File: config.mk
export PLATFORM = sky130hd
export DESIGN_NAME = serial_port_strap_sampler
export DESIGN_NICKNAME = d
export VERILOG_FILES = /design/src/pkg/strap_cfg_pkg.sv /design/src/hw/serial_port_strap_sampler.sv /design/src/hw/pair_power_decode.sv
export SDC_FILE = /design/constraint.sdc
export NUM_CORES = 1
export LEC_CHECK = 0
export BUFFER_PORTS_ARGS = -buffer_cell sky130_fd_sc_hd__clkbuf_2
export CAP_MARGIN = 20
export CORE_MARGIN = 3
export CORE_UTILIZATION = 45
export DETAILED_ROUTE_END_ITERATION = 8
export PLACE_DENSITY = 0.73
export SLEW_MARGIN = 40
export SYNTH_ARGS = -nofsm -noshare
export SYNTH_HDL_FRONTEND = slang
export SYNTH_SLANG_ARGS = --single-unit
File: constraint.sdc
create_clock -name ref_clk -period 2.34 [get_ports ref_clk]
set_clock_uncertainty 0.2 [all_clocks]
set_input_delay 0.468 -clock ref_clk [delete_from_list [all_inputs] [get_ports ref_clk]]
set_output_delay 0.468 -clock ref_clk [all_outputs]
set_load 0.02 [all_outputs]
File: src/pkg/strap_cfg_pkg.sv
// Constants and carrier types for the serial port strap sampler
`default_nettype none
package strap_cfg_pkg;
  localparam int NUM_PAIRS = 4;
  localparam int PORTS_PER_PAIR = 2;
  localparam int LANES_PER_PAIR = 4;
  localparam int CLK_PERIOD_NS = 10;
  // Board holds straps steady this many core cycles after reset release
  localparam int STRAP_HOLD_CYCLES = 10;
  // Capture well inside the hold window, after the two-stage synchroniser has settled
  localparam int CAPTURE_CYCLE = 4;
  localparam logic [3:0] CAPTURE_CNT = 4'(CAPTURE_CYCLE);
  localparam logic [3:0] CNT_ZERO = 4'h0;
  localparam logic [3:0] CNT_ONE = 4'h1;
  // Pairs whose width strap is honoured (pair 0 = ports 0/1, pair 3 = ports 6/7)
  localparam logic [NUM_PAIRS-1:0] WIDE_CAPABLE_MASK = 4'h9;
  // Reset values of captured straps (pull-down width, pull-up power-downs)
  localparam logic WIDTH_RST = 1'h0;
  localparam logic PWRDN_RST = 1'h1;
  // Register bus map
  localparam logic [7:0] ADDR_OVR_BASE = 8'h00;
  localparam logic [7:0] ADDR_STATUS = 8'h10;
  localparam logic [7:0] ADDR_TEST = 8'h14;
  localparam int OVR_EN_PRI_BIT = 0;
  localparam int OVR_PRI_BIT = 1;
  localparam int OVR_EN_SEC_BIT = 2;
  localparam int OVR_SEC_BIT = 3;
  localparam int TEST_EN_BIT = 0;
  // Status word layout: one nibble per pair, done flag at the top
  localparam int STATUS_FIELD_W = 4;
  localparam int STATUS_DONE_BIT = 31;
  // Byte distance between per-pair override registers
  localparam int REG_STRIDE = 4;
  // Depth of the strap synchroniser
  localparam int SYNC_STAGES = 2;

  typedef enum logic [1:0] {
    CAP_RESET = 2'b00,
    CAP_WAIT = 2'b01,
    CAP_DONE = 2'b10
  } cap_state_e;

  typedef struct packed {
    logic width_strap;
    logic pri_pd_strap;
    logic sec_pd_strap;
  } pair_strap_s;

  typedef struct packed {
    logic en_pri;
    logic pri;
    logic en_sec;
    logic sec;
  } pair_ovr_s;

  typedef struct packed {
    logic wide_mode;
    logic port_n_pd;
    logic port_n1_pd;
    logic [LANES_PER_PAIR-1:0] lane_pd;
  } pair_cfg_s;
endpackage : strap_cfg_pkg
`default_nettype wire

File: src/hw/serial_port_strap_sampler.sv
// Serial port strap sampler: captures pair straps after reset, applies overrides
//
// Summary of operation
// - Width strap low selects one four-lane port; high selects two single-lane ports.
// - Width strap high runs the pair as independent single-lane ports n and n+1.
// - After capture, later strap changes are ignored; captured values kept.
// - Primary power-down low powers port n; port n+1 follows its own strap.
// - Primary power-down high powers down both ports of the pair.
// - Primary power-down governs all four lanes of the pair together.
// - Secondary strap powers port n+1 up when low, down when high.
// - In four-lane mode port n+1 is unused and held powered down.
// - Once the straps are captured a software field can override the primary power-down.
// - Once the straps are captured a separate software field can override the secondary power-down.
// - Strap pins are inputs normally; driven only in test mode.
// - Only ports 0 and 6 offer width selection; others single-lane only.
`timescale 1ns/1ns
`default_nettype none
module serial_port_strap_sampler import strap_cfg_pkg::*; #(
  parameter int PAIRS = NUM_PAIRS
) (
  input wire logic ref_clk,
  input wire logic nrst,
  input wire logic [PAIRS-1:0] pair_width_strap_i,
  input wire logic [PAIRS-1:0] pair_primary_powerdown_strap_i,
  input wire logic [PAIRS-1:0] pair_secondary_powerdown_strap_i,
  output logic [PAIRS-1:0] pair_width_strap_o,
  output logic [PAIRS-1:0] pair_primary_powerdown_strap_o,
  output logic [PAIRS-1:0] pair_secondary_powerdown_strap_o,
  output logic [PAIRS-1:0] strap_oe,
  input wire logic wb_cyc_i,
  input wire logic wb_stb_i,
  input wire logic wb_we_i,
  input wire logic [7:0] wb_adr_i,
  input wire logic [31:0] wb_dat_i,
  input wire logic [3:0] wb_sel_i,
  output logic [31:0] wb_dat_o,
  output logic wb_ack_o,
  output logic wb_err_o,
  output logic capture_done,
  output logic [PAIRS-1:0] wide_mode,
  output logic [2*PAIRS-1:0] port_powerdown,
  output logic [LANES_PER_PAIR*PAIRS-1:0] lane_powerdown
);
  // ==========================================================
  // Elaboration checks
  // Register map, status word and pair mask are laid out for the documented pair count
  if (PAIRS != NUM_PAIRS) begin : g_bad_pairs
    $error("PAIRS must equal the number of port pairs");
  end

  // Straps must be taken while the board still holds them
  if (CAPTURE_CYCLE >= STRAP_HOLD_CYCLES) begin : g_late_capture
    $error("Capture cycle lies outside the strap hold window");
  end

  // Both synchroniser stages must have filled before the straps are taken
  if (CAPTURE_CYCLE < SYNC_STAGES) begin : g_early_capture
    $error("Capture cycle precedes synchroniser settling");
  end

  // The capture counter is four bits and must reach its compare value
  if (CAPTURE_CYCLE != int'(CAPTURE_CNT)) begin : g_cnt_width
    $error("Capture cycle does not fit the capture counter");
  end

  // Status nibbles must leave the done bit free
  if (STATUS_FIELD_W * PAIRS > STATUS_DONE_BIT) begin : g_status_overlap
    $error("Status fields overlap the capture done bit");
  end

  // ==========================================================
  // Strap synchroniser
  logic [3*PAIRS-1:0] sync1_r;
  logic [3*PAIRS-1:0] sync2_r;

  always_ff @(posedge ref_clk or negedge nrst) begin
    if (!nrst) begin
      sync1_r <= '0;
      sync2_r <= '0;
    end else begin
      sync1_r <= {pair_width_strap_i, pair_primary_powerdown_strap_i,
                  pair_secondary_powerdown_strap_i};
      sync2_r <= sync1_r;
    end
  end

  // ==========================================================
  // Capture sequencer
  cap_state_e state_r;
  cap_state_e state_nxt;
  logic [3:0] cnt_r;

  always_comb begin
    state_nxt = state_r;
    case (state_r)
      CAP_RESET: state_nxt = CAP_WAIT;
      CAP_WAIT: begin
        if (cnt_r == CAPTURE_CNT) begin
          state_nxt = CAP_DONE;
        end
      end
      CAP_DONE: state_nxt = CAP_DONE;
      default: state_nxt = CAP_RESET;
    endcase
  end

  always_ff @(posedge ref_clk or negedge nrst) begin
    if (!nrst) begin
      state_r <= CAP_RESET;
    end else begin
      state_r <= state_nxt;
    end
  end

  always_ff @(posedge ref_clk or negedge nrst) begin
    if (!nrst) begin
      cnt_r <= CNT_ZERO;
    // Counter stops once done, so it can never wrap into a second capture
    end else if (state_r != CAP_DONE) begin
      cnt_r <= cnt_r + CNT_ONE;
    end
  end

  logic capture_now;
  assign capture_now = (state_r == CAP_WAIT) && (cnt_r == CAPTURE_CNT);
  assign capture_done = (state_r == CAP_DONE);

  // ==========================================================
  // Captured straps, frozen once taken
  pair_strap_s [PAIRS-1:0] cap_r;

  always_ff @(posedge ref_clk or negedge nrst) begin
    if (!nrst) begin
      for (int i = 0; i < PAIRS; i++) begin
        cap_r[i] <= '{width_strap: WIDTH_RST, pri_pd_strap: PWRDN_RST, sec_pd_strap: PWRDN_RST};
      end
    end else if (capture_now) begin
      for (int i = 0; i < PAIRS; i++) begin
        cap_r[i].width_strap <= sync2_r[2*PAIRS+i];
        cap_r[i].pri_pd_strap <= sync2_r[PAIRS+i];
        cap_r[i].sec_pd_strap <= sync2_r[i];
      end
    end
  end

  // ==========================================================
  // Register bus slave
  pair_ovr_s [PAIRS-1:0] ovr_r;
  logic test_en_r;
  logic ack_r;
  logic err_r;
  logic [31:0] rdata_r;
  logic req;

  assign req = wb_cyc_i && wb_stb_i && !ack_r && !err_r;

  // ==========================================================
  // Address decode
  function automatic logic is_ovr_addr(input logic [7:0] a);
    return (a >= ADDR_OVR_BASE) && (a < ADDR_OVR_BASE + 8'(REG_STRIDE*PAIRS)) &&
           (a[1:0] == 2'b00);
  endfunction : is_ovr_addr

  function automatic logic is_mapped(input logic [7:0] a);
    return is_ovr_addr(a) || (a == ADDR_STATUS) || (a == ADDR_TEST);
  endfunction : is_mapped

  logic [1:0] ovr_idx;
  assign ovr_idx = wb_adr_i[3:2];

  always_ff @(posedge ref_clk or negedge nrst) begin
    if (!nrst) begin
      ovr_r <= '0;
    end else if (req && wb_we_i && wb_sel_i[0] && is_ovr_addr(wb_adr_i) && capture_done) begin
      // Override writes are stored only once the straps have been captured; earlier writes are dropped
      ovr_r[ovr_idx].en_pri <= wb_dat_i[OVR_EN_PRI_BIT];
      ovr_r[ovr_idx].pri <= wb_dat_i[OVR_PRI_BIT];
      ovr_r[ovr_idx].en_sec <= wb_dat_i[OVR_EN_SEC_BIT];
      ovr_r[ovr_idx].sec <= wb_dat_i[OVR_SEC_BIT];
    end
  end

  always_ff @(posedge ref_clk or negedge nrst) begin
    if (!nrst) begin
      test_en_r <= 1'h0;
    end else if (req && wb_we_i && wb_sel_i[0] && wb_adr_i == ADDR_TEST) begin
      test_en_r <= wb_dat_i[TEST_EN_BIT];
    end
  end

  // Registered answer: one wait state, and a held request is not taken twice
  always_ff @(posedge ref_clk or negedge nrst) begin
    if (!nrst) begin
      ack_r <= 1'h0;
    end else begin
      ack_r <= req && is_mapped(wb_adr_i);
    end
  end

  always_ff @(posedge ref_clk or negedge nrst) begin
    if (!nrst) begin
      err_r <= 1'h0;
    end else begin
      err_r <= req && !is_mapped(wb_adr_i);
    end
  end

  pair_cfg_s [PAIRS-1:0] cfg;

  // Read data is a snapshot taken at the take edge, so it stands with ack
  always_ff @(posedge ref_clk or negedge nrst) begin
    if (!nrst) begin
      rdata_r <= 32'h0000_0000;
    end else if (req && !wb_we_i) begin
      rdata_r <= 32'h0000_0000;
      if (is_ovr_addr(wb_adr_i)) begin
        rdata_r[3:0] <= {ovr_r[ovr_idx].sec, ovr_r[ovr_idx].en_sec,
                         ovr_r[ovr_idx].pri, ovr_r[ovr_idx].en_pri};
      end else if (wb_adr_i == ADDR_STATUS) begin
        for (int i = 0; i < PAIRS; i++) begin
          rdata_r[STATUS_FIELD_W*i +: STATUS_FIELD_W] <= {cfg[i].port_n1_pd, cfg[i].port_n_pd,
                                                          cfg[i].wide_mode, cap_r[i].width_strap};
        end
        rdata_r[STATUS_DONE_BIT] <= capture_done;
      end else if (wb_adr_i == ADDR_TEST) begin
        rdata_r[TEST_EN_BIT] <= test_en_r;
      end
    end
  end

  assign wb_ack_o = ack_r;
  assign wb_err_o = err_r;
  assign wb_dat_o = rdata_r;

  // ==========================================================
  // Per-pair decode
  for (genvar g = 0; g < PAIRS; g++) begin : g_pair
    pair_power_decode #(
      .WIDE_CAPABLE(WIDE_CAPABLE_MASK[g])
    ) u_decode (
      .cap(cap_r[g]),
      .ovr(ovr_r[g]),
      .cfg(cfg[g])
    );
  end

  // ==========================================================
  // Registered configuration outputs and test-mode pin drive
  // Ports come up powered down so nothing runs before the straps are known
  always_ff @(posedge ref_clk or negedge nrst) begin
    if (!nrst) begin
      wide_mode <= '0;
    end else begin
      for (int i = 0; i < PAIRS; i++) begin
        wide_mode[i] <= cfg[i].wide_mode;
      end
    end
  end

  always_ff @(posedge ref_clk or negedge nrst) begin
    if (!nrst) begin
      port_powerdown <= '1;
    end else begin
      for (int i = 0; i < PAIRS; i++) begin
        port_powerdown[2*i] <= cfg[i].port_n_pd;
        port_powerdown[2*i+1] <= cfg[i].port_n1_pd;
      end
    end
  end

  always_ff @(posedge ref_clk or negedge nrst) begin
    if (!nrst) begin
      lane_powerdown <= '1;
    end else begin
      for (int i = 0; i < PAIRS; i++) begin
        lane_powerdown[LANES_PER_PAIR*i +: LANES_PER_PAIR] <= cfg[i].lane_pd;
      end
    end
  end

  // Output enable follows the test bit one cycle late
  always_ff @(posedge ref_clk or negedge nrst) begin
    if (!nrst) begin
      strap_oe <= '0;
    end else begin
      strap_oe <= {PAIRS{test_en_r}};
    end
  end

  // Pins drive back the captured values only in test mode, so the board sees them
  always_ff @(posedge ref_clk or negedge nrst) begin
    if (!nrst) begin
      pair_width_strap_o <= '0;
      pair_primary_powerdown_strap_o <= '0;
      pair_secondary_powerdown_strap_o <= '0;
    end else begin
      for (int i = 0; i < PAIRS; i++) begin
        pair_width_strap_o[i] <= cap_r[i].width_strap;
        pair_primary_powerdown_strap_o[i] <= cap_r[i].pri_pd_strap;
        pair_secondary_powerdown_strap_o[i] <= cap_r[i].sec_pd_strap;
      end
    end
  end
endmodule : serial_port_strap_sampler
`default_nettype wire

File: src/hw/pair_power_decode.sv
// Combinational decode of one port pair's mode and power state
`timescale 1ns/1ns
`default_nettype none
module pair_power_decode import strap_cfg_pkg::*; #(
  parameter bit WIDE_CAPABLE = 1'b0
) (
  input wire pair_strap_s cap,
  input wire pair_ovr_s ovr,
  output pair_cfg_s cfg
);
  logic pri_pd;
  logic sec_pd;
  logic wide;

  always_comb begin
    wide = WIDE_CAPABLE && !cap.width_strap;
    pri_pd = ovr.en_pri ? ovr.pri : cap.pri_pd_strap;
    sec_pd = ovr.en_sec ? ovr.sec : cap.sec_pd_strap;
    cfg.wide_mode = wide;
    cfg.port_n_pd = pri_pd;
    // Unused second port is forced off in wide mode even if the board got it wrong
    cfg.port_n1_pd = pri_pd || sec_pd || wide;
    cfg.lane_pd = {LANES_PER_PAIR{pri_pd}};
  end
endmodule : pair_power_decode
`default_nettype wire

==> results by group, run 1 <==
Clock network
  • CTS Root Cell: clkbuf_8
  • Clock Latency Late Sink: 0.36 ns
  • H-tree Lvls: 3
  • Clock-pin slew on the worst setup and hold paths: 0.09 ns
  • # clock sinks: 99
  • CTS buffer count: 9
  • CTS tree: done
  • Max clock buf depth: 2
  • PostCTS Resize Cnt: 0

Setup path
  • CP Class: flop to flop
  • Worst setup SP type: flop
  • CP Buf/Inv Count: 0
  • CP top delay family: simple AND/OR/NAND/NOR gates
  • Critical path, cell by cell: and4bb_1 > nand3_2 > or4_1 > mux2_4
  • R2r setup slk: 0.23 ns
  • CP max FO: 4
  • Crit path largest cell delay: 0.64 ns
  • CP required: 2.39 ns
  • CP endpoint kind: flop
  • CP max stage cell: or4_1
  • Critical Path AT: 2.16 ns

Drt
  • Metal1 wirelength: 3280 um
  • Vias post-DR: 2,339
  • Drt pass-1 iters: 4
  • Met2 wire length: 3480 um
  • Top layer in use: met4
  • DR iter-0 viols: 63
  • Vias/cell: 4.82
  • Post-Route WL: 7370 um
  • # DRC: 0
  • WL/cell: 15.2 um
  • Routed Antenna Nets: 0
  • WL met3: 500 um

GRT
  • Global Route Usage Sum: 15.6%
  • Number of global-route vias before repair: 2,255
  • Initial antenna violation count: 0
  • GR Overflow Total: 0
  • Largest net degree at the start of global routing: 41
  • First-pass GRT wire length: 11,800 um

Logic synthesis
  • Compound-Gate Fraction of Synth Area: 3.95%
  • Primary FF master, synth: dfrtp_1
  • Largest cells by area after synthesis: dfrtp_1 53%, dfstp_2 11%, mux2_2 8.3%, buf_4 7.3%, mux4_2 2.3%
  • Synth Warn #: 0
  • Syn Area/Cell: 14.4 sq um
  • Sequential-to-total area share from yosys stat: 63.5%
  • Number of synthesized flops with an enable pin: 0
  • Synth cell count leaders: 83 x dfrtp_1, 38 x buf_4, 29 x mux2_2
  • Post-synthesis cell type count: 43
  • Yosys reg bits: 99
  • Post-synthesis xor/xnor area fraction: 0.668%
  • Most frequent cell after synthesis: dfrtp_1
  • Mapped Cells: 273
  • Share of the synthesized area in the top cell type: 52.8%
  • Area leader, netlist: dfrtp_1
  • Synthesized area: 3930 sq um
  • Share of async-settable or async-resettable flops after synthesis: 100%
  • Combinational family with the most area after synthesis: multiplexers
  • Post-Synth Adder-Cell Area: 1.59%
  • Mux contribution to synthesized area: 12.9%
  • Synth Area in Simple Gates: 8.43%

Pwr
  • Maximum vdd drop: 353 uV
  • Sequential power share: 58.3%
  • Switch Pwr: 0.831 mW
  • Clk network pwr share: 32.3%
  • Switch share: 26.6%
  • Leak: 2.29 nW
  • Combinational power share: 9.4%
  • P_int: 2.29 mW
  • Pwr dens: 665 nW/um^2

Job
  • Max-Cap Viols: 0

Die
  • Die Width: 99.5 um
  • Row count: 33
  • Die area: 9890 sq um
  • I/O pin count: 140
  • Die height: 99.5 um
  • Core box area: 8340 sq um
  • Starting Density: 47.1%

Placement
  • Placer Congestion: 0.846
  • DPL Wire Length: 5550 um
  • IO Port Bufs: 89

STA
  • Rel. slew slack: 65.5%
  • Unrepaired setup endpoints after global routing: false
  • Setup TNS: 0 ns
  • Final hold violation count: 0
  • Final Slew Violations: 0
  • Final setup violation count: 0
  • Fmax: 473 MHz
  • Final period util: 90.3%
  • Fin crit period: 2.11 ns
  • Worst-margin pin slew: 0.515 ns

Cells and area
  • Post-Route Utilization: 56.3%
  • Layout cell share with drive strength beyond 1: 48.2%
  • Area of the multi-input gates: 1150 sq um
  • Area growth syn-to-layout: 19.4%
  • Layout Nets: 441
  • ANT cells: 0
  • Storage cell area: 2500 sq um
  • Fillcell total: 695

Status
  • Status: complete, no violations

Hold path
  • Hold Crit Class: primary input to flop
## worst reg2reg max path, stage by stage (launching register included)
cell and delay, ns:
dfrtp_1 0.39, and4bb_1 0.31, nand3_2 0.10, or4_1 0.64
mux2_4 0.36
## area by class of cell
cell class / count / area share [%]
sequential: 99 / 53.2
multi-input combinational: 140 / 24.6
timing repair buffer: 116 / 14.7
tap: 105 / 2.80
clock buffer: 9 / 2.64
clock inverter: 7 / 1.28
inverter: 9 / 0.720
## timing repair
item / in CTS / in global routing
setup endpoints to repair: 0 / 0
hold buffers: 11 / 0
buffers inserted: 0 / 0
hold endpoints to repair: 36 / 0
## sequential cells by signal, indices dropped and copies added (netlist names)
signal / cells
cap_r: 12
cnt_r: 4
lane_powerdown: 2
ovr_r: 16
pair_primary_powerdown_strap_o: 4
pair_secondary_powerdown_strap_o: 4
pair_width_strap_o: 4
port_powerdown: 6
state_r: 2
strap_oe: 1
sync1_r: 12
sync2_r: 12
test_en_r: 1
wb_ack_o: 1
wb_dat_o: 15
wb_err_o: 1
wide_mode: 2
## layout by cell type (no fill, tap or decap), types with 2 or more instances in the layout
| cell type | Yosys | routed |
|---|---|---|
| o21ai_0 | 6 | 6 |
| a21oi_1 | 3 | 3 |
| nor4_2 | 3 | 3 |
| mux2_4 | 4 | 4 |
| or3_1 | 3 | 3 |
| nand3_2 | 2 | 2 |
| nor2_1 | 7 | 7 |
| dfstp_2 | 16 | 16 |
| nand4b_1 | 2 | 2 |
| nand2b_1 | 2 | 2 |
| buf_4 | 38 | 16 |
| or4_1 | 2 | 2 |
| mux4_2 | 4 | 4 |
| inv_1 | 9 | 9 |
| clkinvlp_4 | 0 | 3 |
| nand3_1 | 7 | 7 |
| inv_6 | 0 | 2 |
| clkbuf_2 | 0 | 88 |
| a211o_1 | 2 | 2 |
| clkbuf_8 | 0 | 9 |
| mux2i_1 | 2 | 2 |
| nor2b_1 | 2 | 2 |
| dlygate4sd3_1 | 0 | 11 |
| xnor2_1 | 3 | 3 |
| a22o_1 | 6 | 6 |
| nand2_1 | 13 | 13 |
| dfrtp_1 | 83 | 83 |
| mux2_2 | 29 | 29 |
| conb_1 | 1 | 19 |
| ha_1 | 5 | 5 |
## power groups by stage
stage	clock [mW]	combinational [mW]	sequential (mW)
final	1.01	0.294	1.82
after global placement	0	0.277	1.85
after CTS	1.04	0.297	1.82
after detailed placement	0	0.283	1.85
after global routing	1.12	0.319	1.83
after floorplan	0	0.150	1.88
## final timing paths
check | endpoint | cells after the start | start
worst min-delay path | sync1_r[11]$_DFF_PN0_ | 1 | pair_width_strap_i[3]
worst min register to register | sync2_r[11]$_DFF_PN0_ | 0 | sync1_r[11]$_DFF_PN0_
max in group asynchronous | port_powerdown[4]$_DFF_PN1_ | 3 | nrst
worst max register to register | ovr_r[14]$_DFFE_PN0P_ | 4 | wb_ack_o$_DFF_PN0_
min in group asynchronous | sync2_r[6]$_DFF_PN0_ | 2 | nrst
worst max-delay path | ovr_r[14]$_DFFE_PN0P_ | 4 | wb_ack_o$_DFF_PN0_
## cell families (layout without fill, tap and decap cells)
group | after synthesis | in the layout
flops | 99 | 99
buf+inv | 52 | 141
simple gates | 51 | 51
mux | 40 | 40
compound gates | 22 | 22
fa+ha+maj | 5 | 5
xor+xnor | 3 | 3
other cells | 1 | 19
## per-layer routing
layer / global-route usage, % / vias to the layer above
met3: 4.07 / 12
met2: 24.7 / 87
met5: 0 / -
li1: - / 1092
met1: 21.0 / 1148
met4: 5.67 / 0
## per-stage QoR
stage | instance area, sq um | std cells | hold slack, ns | power [mW] | setup slack, ns
finish | 4690 | 485 | 0.0219 | 3.12 | 0.228
global route | 4690 | 485 | 0.00311 | 3.27 | 0.136
CTS | 4690 | 485 | 0.00428 | 3.16 | 0.206
detailed placement | 4400 | 458 | 0.135 | 2.13 | 0.106
global placement | 4400 | 458 | 0.132 | 2.13 | 0.126
floorplan | 4000 | 291 | -0.0276 | 2.03 | 0.170
No activity file was read; power rests on OpenSTA's default activity.
==> run 2, diff against run 1 <==
Settings changed: CORE_UTILIZATION 45 to 30, PLACE_DENSITY 0.73 to 0.53.
==> results by group, run 2 (same netlist as run 1, synthesis figures left out) <==
Cells and area
  • Most frequent cells in the layout: 88 x clkbuf_2, 83 x dfrtp_1, 29 x mux2_2
  • Layout cell share with drive strength beyond 1: 48.9% (+0.76 points)
  • Most flop-heavy register: ovr_r
  • ANT cells: 0 (unchanged)
  • Largest register FFs: 16 (unchanged)
  • Layout Nets: 431 (-2.3%)
  • Post-route design area: 4790 sq um (+2.0%)
  • Most common cell after layout, fill and taps aside: clkbuf_2
  • Fin cells: 542 (+12%)
  • Area growth syn-to-layout: 21.8%

Clock network
  • # Post-CTS Setup Buffers: 0 (unchanged)
  • # clock sinks: 99 (unchanged)
  • Max clock buf depth: 2 (unchanged)
  • Clock-pin slew on the worst setup and hold paths: 0.07 ns (-0.02 ns)
  • PostCTS Resize Cnt: 0 (unchanged)
  • H-tree Lvls: 3 (unchanged)
  • CTS Root Cell: clkbuf_16
  • CTS buffer count: 9 (unchanged)
  • CTS tree: done
  • Clock Latency Late Sink: 0.33 ns (-0.03 ns)

Setup path
  • Crit path capture: ovr_r[12]$_DFFE_PN0P_
  • Reg2reg start: wb_ack_o$_DFF_PN0_
  • Register-to-Register Path Depth: 4 (unchanged)
  • CP endpoint kind: flop
  • Reg-to-reg critical path endpoint: ovr_r[12]$_DFFE_PN0P_
  • Startpoint of the worst setup timing path: wb_ack_o$_DFF_PN0_
  • R2r setup slk: 0.23 ns (about the same)
  • CP required: 2.37 ns (-0.02 ns)
  • Critical Path AT: 2.14 ns (-0.02 ns)
  • Worst setup SP type: flop
  • CP max FO: 4 (unchanged)
  • CP Class: flop to flop

GRT
  • Number of global-route vias before repair: 2,327 (+3.2%)
  • Largest net degree at the start of global routing: 45 (+9.8%)
  • First-pass GRT wire length: 12,400 um (+5.7%)
  • GR Overflow Total: 0 (unchanged)
  • Global Route Usage Sum: 11.2% (-4.5 points)
  • Initial antenna violation count: 1 (+1)

Pwr
  • Pwr dens: 744 nW/um^2 (+12%)
  • Leak: 2.30 nW (+0.45%)
  • Maximum vdd drop: 393 uV (+11%)

Die
  • I/O pin count: 140 (unchanged)
  • Core box area: 12,700 sq um (+53%)
  • Die Width: 120 um (+21%)
  • Die area: 14,500 sq um (+47%)
  • Die height: 120 um (+21%)
  • Row count: 41 (+24%)
  • Starting Density: 30.9% (-16 points)

STA
  • Final Slew Violations: 0 (unchanged)
  • Unrepaired setup endpoints after global routing: false
  • Final hold violation count: 0 (unchanged)
  • Fmax: 473 MHz (about the same)
  • Fin crit period: 2.11 ns (+0.000510 ns)
  • Worst-margin pin slew: 0.520 ns (+0.00499 ns)
  • Setup TNS: 0 ns (unchanged)
  • Final period util: 90.3% (about the same)
  • Final setup violation count: 0 (unchanged)
  • Rel. slew slack: 65.2% (-0.33 points)

Drt
  • Post-Route WL: 7610 um (+3.3%)
  • Vias post-DR: 2,289 (-2.1%)
  • Routed Antenna Nets: 0 (unchanged)
  • WL/cell: 14.0 um (-7.6%)
  • Drt pass-1 iters: 4 (unchanged)
  • # DRC: 0 (unchanged)
  • DR iter-0 viols: 115 (+83%)
  • Vias/cell: 4.22 (-12%)

Placement
  • IO Port Bufs: 89 (unchanged)
  • Placed Area: 4480 sq um (+1.9%)
  • DPL Wire Length: 5840 um (+5.2%)
  • Placer Congestion: 0.749 (-12%)
  • Dpl cells: 525 (+15%)

Status
  • Status: complete, no violations

Job
  • Max-Cap Viols: 0 (unchanged)

Hold path
  • Hold Crit Class: primary input to flop
==> run 2: layout make-up <==
class,count,area (sq um)
clock inverter,5,62.6
multi-input combinational,140,1150
clock buffer,11,233
sequential,99,2500
fill,1273,7940
inverter,9,33.8
tap,172,215
timing repair buffer,106,591
==> run 2: stage by stage <==
step | power, mW | hold WS (ns) | utilization (%) | setup WS (ns)
floorplan | 2.03 | -0.0276 | - | 0.170
global placement | 2.13 | 0.132 | 35.2 | 0.126
detailed placement | 2.14 | 0.135 | 35.2 | 0.116
CTS | 3.61 | 0.0157 | 37.6 | 0.205
global route | 3.72 | 0.0109 | 37.6 | 0.158
finish | 3.56 | 0.0299 | 37.6 | 0.227
==> run 2: power breakdown <==
| part | total, mW | leakage [nW] | switching [mW] | internal (mW) |
|---|---|---|---|---|
| clock | 1.46 | 0.136 | 0.625 | 0.835 |
| sequential | 1.82 | 1.21 | 0.0345 | 1.79 |
| combinational | 0.279 | 0.957 | 0.188 | 0.0909 |
==> run 2: worst min-delay path by stage <==
stage	from	end	slack, ns	depth (start not counted)
finish	pair_width_strap_i[1]	sync1_r[9]$_DFF_PN0_	0.03	1
global route	pair_width_strap_i[0]	sync1_r[8]$_DFF_PN0_	0.01	1
CTS	pair_width_strap_i[1]	sync1_r[9]$_DFF_PN0_	0.02	1
detailed placement	sync1_r[4]$_DFF_PN0_	sync2_r[4]$_DFF_PN0_	0.13	0
global placement	sync1_r[2]$_DFF_PN0_	sync2_r[2]$_DFF_PN0_	0.13	0
floorplan	nrst	cap_r[11]$_DFFE_PN0P_	-0.03	0
==> run 2: timing repair <==
action / in CTS / in global routing
hold buffers: 1 / 0
endpoints found under the setup margin: 0 / 0
endpoints found under the hold margin: 25 / 0
==> run 2: metal layers <==
layer / vias to the layer above / track usage, % / share of wire, %
met4: 2 / 3.19 / 1.1
li1: 1076 / - / -
met5: - / 0 / 0.12
met2: 82 / 17.3 / 46
met1: 1118 / 14.7 / 45
met3: 11 / 4.26 / 7.2
==> run 2: critical path, stage by stage (launching register included) <==
cell	delay (ns)
dfrtp_1	0.39
and4bb_1	0.31
nand3_2	0.10
or4_1	0.64
mux2_4	0.36
==> run 3, diff against run 2 <==
Clock period 2.34 ns to 2.3 ns, I/O delays scaled along.
==> results by group, run 3 (same netlist as run 1, synthesis figures left out) <==
Status
  • Status: complete, no violations

Clock network
  • CTS Root Cell: clkbuf_16
  • Max clock buf depth: 2 (unchanged)
  • H-tree Lvls: 3 (unchanged)
  • CTS buffer count: 9 (unchanged)
  • # clock sinks: 99 (unchanged)
  • Post-cts hold buffer count: 1 (unchanged)
  • Clock Latency Late Sink: 0.34 ns (about the same)
  • # Post-CTS Setup Buffers: 0 (unchanged)
  • CTS tree: done
  • PostCTS Resize Cnt: 0 (unchanged)
  • Clock-pin slew on the worst setup and hold paths: 0.07 ns (about the same)

Setup path
  • CP Class: flop to flop
  • CP endpoint kind: flop
  • Critical Path AT: 2.15 ns (about the same)
  • CP max stage cell: or4_1
  • CP Buf/Inv Count: 0 (unchanged)
  • Worst setup SP type: flop
  • CP max FO: 4 (unchanged)
  • Critical path, cell by cell: and4bb_1 > nand3_2 > or4_1 > mux2_4
  • CP required: 2.33 ns (-0.04 ns)
  • CP top delay family: simple AND/OR/NAND/NOR gates
  • Crit path largest cell delay: 0.65 ns (about the same)

Drt
  • Post-Route WL: 7530 um (-1.1%)
  • Routed Antenna Nets: 0 (unchanged)
  • # DRC: 0 (unchanged)
  • Vias/cell: 4.22 (about the same)
  • Vias post-DR: 2,284 (-0.22%)
  • WL/cell: 13.9 um (-0.93%)
  • DR iter-0 viols: 94 (-18%)
  • Drt pass-1 iters: 4 (unchanged)

Die
  • Starting Density: 30.9% (unchanged)
  • Core box area: 12,700 sq um (unchanged)
  • Die area: 14,500 sq um (unchanged)
  • Row count: 41 (unchanged)
  • I/O pin count: 140 (unchanged)
  • Die Width: 120 um (unchanged)
  • Die height: 120 um (unchanged)

STA
  • Final worst slack: 0.176 ns (-0.0512 ns)
  • Fmax: 471 MHz (-0.53%)
  • Rel. slew slack: 64.6% (-0.57 points)
  • Final period util: 92.3% (+2.1 points)
  • Unrepaired setup endpoints after global routing: false
  • Worst-margin pin slew: 0.531 ns (+0.0104 ns)
  • Fin crit period: 2.12 ns (+0.0112 ns)
  • Final Slew Violations: 0 (unchanged)
  • Setup TNS: 0 ns (unchanged)
  • Final hold violation count: 0 (unchanged)
  • Fin Hold WS: 0.0260 ns (-0.00391 ns)
  • Final setup violation count: 0 (unchanged)

Cells and area
  • Largest register FFs: 16 (unchanged)
  • Area growth syn-to-layout: 21.7% (about the same)
  • Most frequent cells in the layout: 88 x clkbuf_2, 83 x dfrtp_1, 29 x mux2_2
  • ANT cells: 0 (unchanged)
  • Fin cells: 541 (-0.18%)
  • Post-route design area: 4780 sq um (about the same)
  • Layout cell share with drive strength beyond 1: 49.3% (+0.40 points)
  • Layout Nets: 430 (-0.23%)
  • Post-Route Utilization: 37.6% (about the same)
  • Most common cell after layout, fill and taps aside: clkbuf_2
  • Most flop-heavy register: ovr_r

Pwr
  • Pwr Total: 3.63 mW (+1.8%)
  • Switch share: 24.0% (+0.14 points)
  • Sequential power share: 51.1% (about the same)
  • Combinational power share: 7.8% (about the same)
  • P_int: 2.76 mW (+1.6%)
  • Switch Pwr: 0.868 mW (+2.4%)
  • Pwr dens: 758 nW/um^2 (+1.9%)
  • Maximum vdd drop: 446 uV (+13%)
  • Leak: 2.31 nW (+0.24%)
  • Clk network pwr share: 41.1% (about the same)

GRT
  • GR Overflow Total: 0 (unchanged)
  • Number of global-route vias before repair: 2,300 (-1.2%)
  • First-pass GRT wire length: 12,300 um (-0.83%)
  • Initial antenna violation count: 0 (-1)
  • Largest net degree at the start of global routing: 100 (+120%)
  • Global Route Usage Sum: 11.1% (-0.060 points)

Placement
  • Placed Area: 4470 sq um (-0.17%)
  • IO Port Bufs: 89 (unchanged)
  • Dpl cells: 524 (-0.19%)
  • DPL Wire Length: 5540 um (-5.1%)
  • Placer Congestion: 0.746 (-0.33%)
  • Pre-CTS setup slack: 0.0841 ns (-0.0315 ns)

Hold path
  • Hold Crit Class: primary input to flop

Job
  • Max-Cap Viols: 0 (unchanged)
[run 3: changes by cell type in the layout (fill, tap and decap cells not counted)]
cell and change:
clkbuf_1 -2, clkinv_2 +2, buf_4 -1, clkinvlp_4 -1, inv_6 +1
[run 3: per-layer routing]
| layer | up-vias | share of wire, % | GRT usage (%) |
|---|---|---|---|
| met1 | 1129 | 44 | 14.3 |
| met2 | 82 | 48 | 17.7 |
| met3 | 5 | 6.8 | 3.74 |
| li1 | 1068 | - | - |
| met4 | 0 | 0.86 | 3.61 |
| met5 | - | 0 | 0 |
[run 3: cell type report]
cell class	instances	area, sq um
Inverter	9	33.8
Clock buffer	9	225
Fill cell	1255	7940
Tap cell	172	215
Multi-Input combinational cell	140	1150
Clock inverter	7	73.8
Sequential cell	99	2500
Timing Repair Buffer	105	583
[run 3: power by group through the flow]
stage	clock network, mW	logic, mW	registers [mW]
3_5_place_dp	0	0.288	1.88
6_report	1.49	0.284	1.85
2_1_floorplan	0	0.153	1.91
5_1_grt	1.63	0.314	1.86
3_3_place_gp	0	0.284	1.89
4_1_cts	1.55	0.290	1.85
[run 3: final timing paths]
| path | from | to | slack [ns] | cells after the start |
|---|---|---|---|---|
| setup / recovery | wb_ack_o$_DFF_PN0_ | ovr_r[12]$_DFFE_PN0P_ | 0.18 | 4 |
| hold / removal | pair_width_strap_i[1] | sync1_r[9]$_DFF_PN0_ | 0.03 | 1 |
| setup reg to reg | wb_ack_o$_DFF_PN0_ | ovr_r[12]$_DFFE_PN0P_ | 0.18 | 4 |
| hold reg to reg | sync1_r[4]$_DFF_PN0_ | sync2_r[4]$_DFF_PN0_ | 0.15 | 0 |
| max in group asynchronous | nrst | cap_r[3]$_DFFE_PN1P_ | 0.97 | 3 |
| min in group asynchronous | nrst | sync2_r[2]$_DFF_PN0_ | 0.50 | 3 |
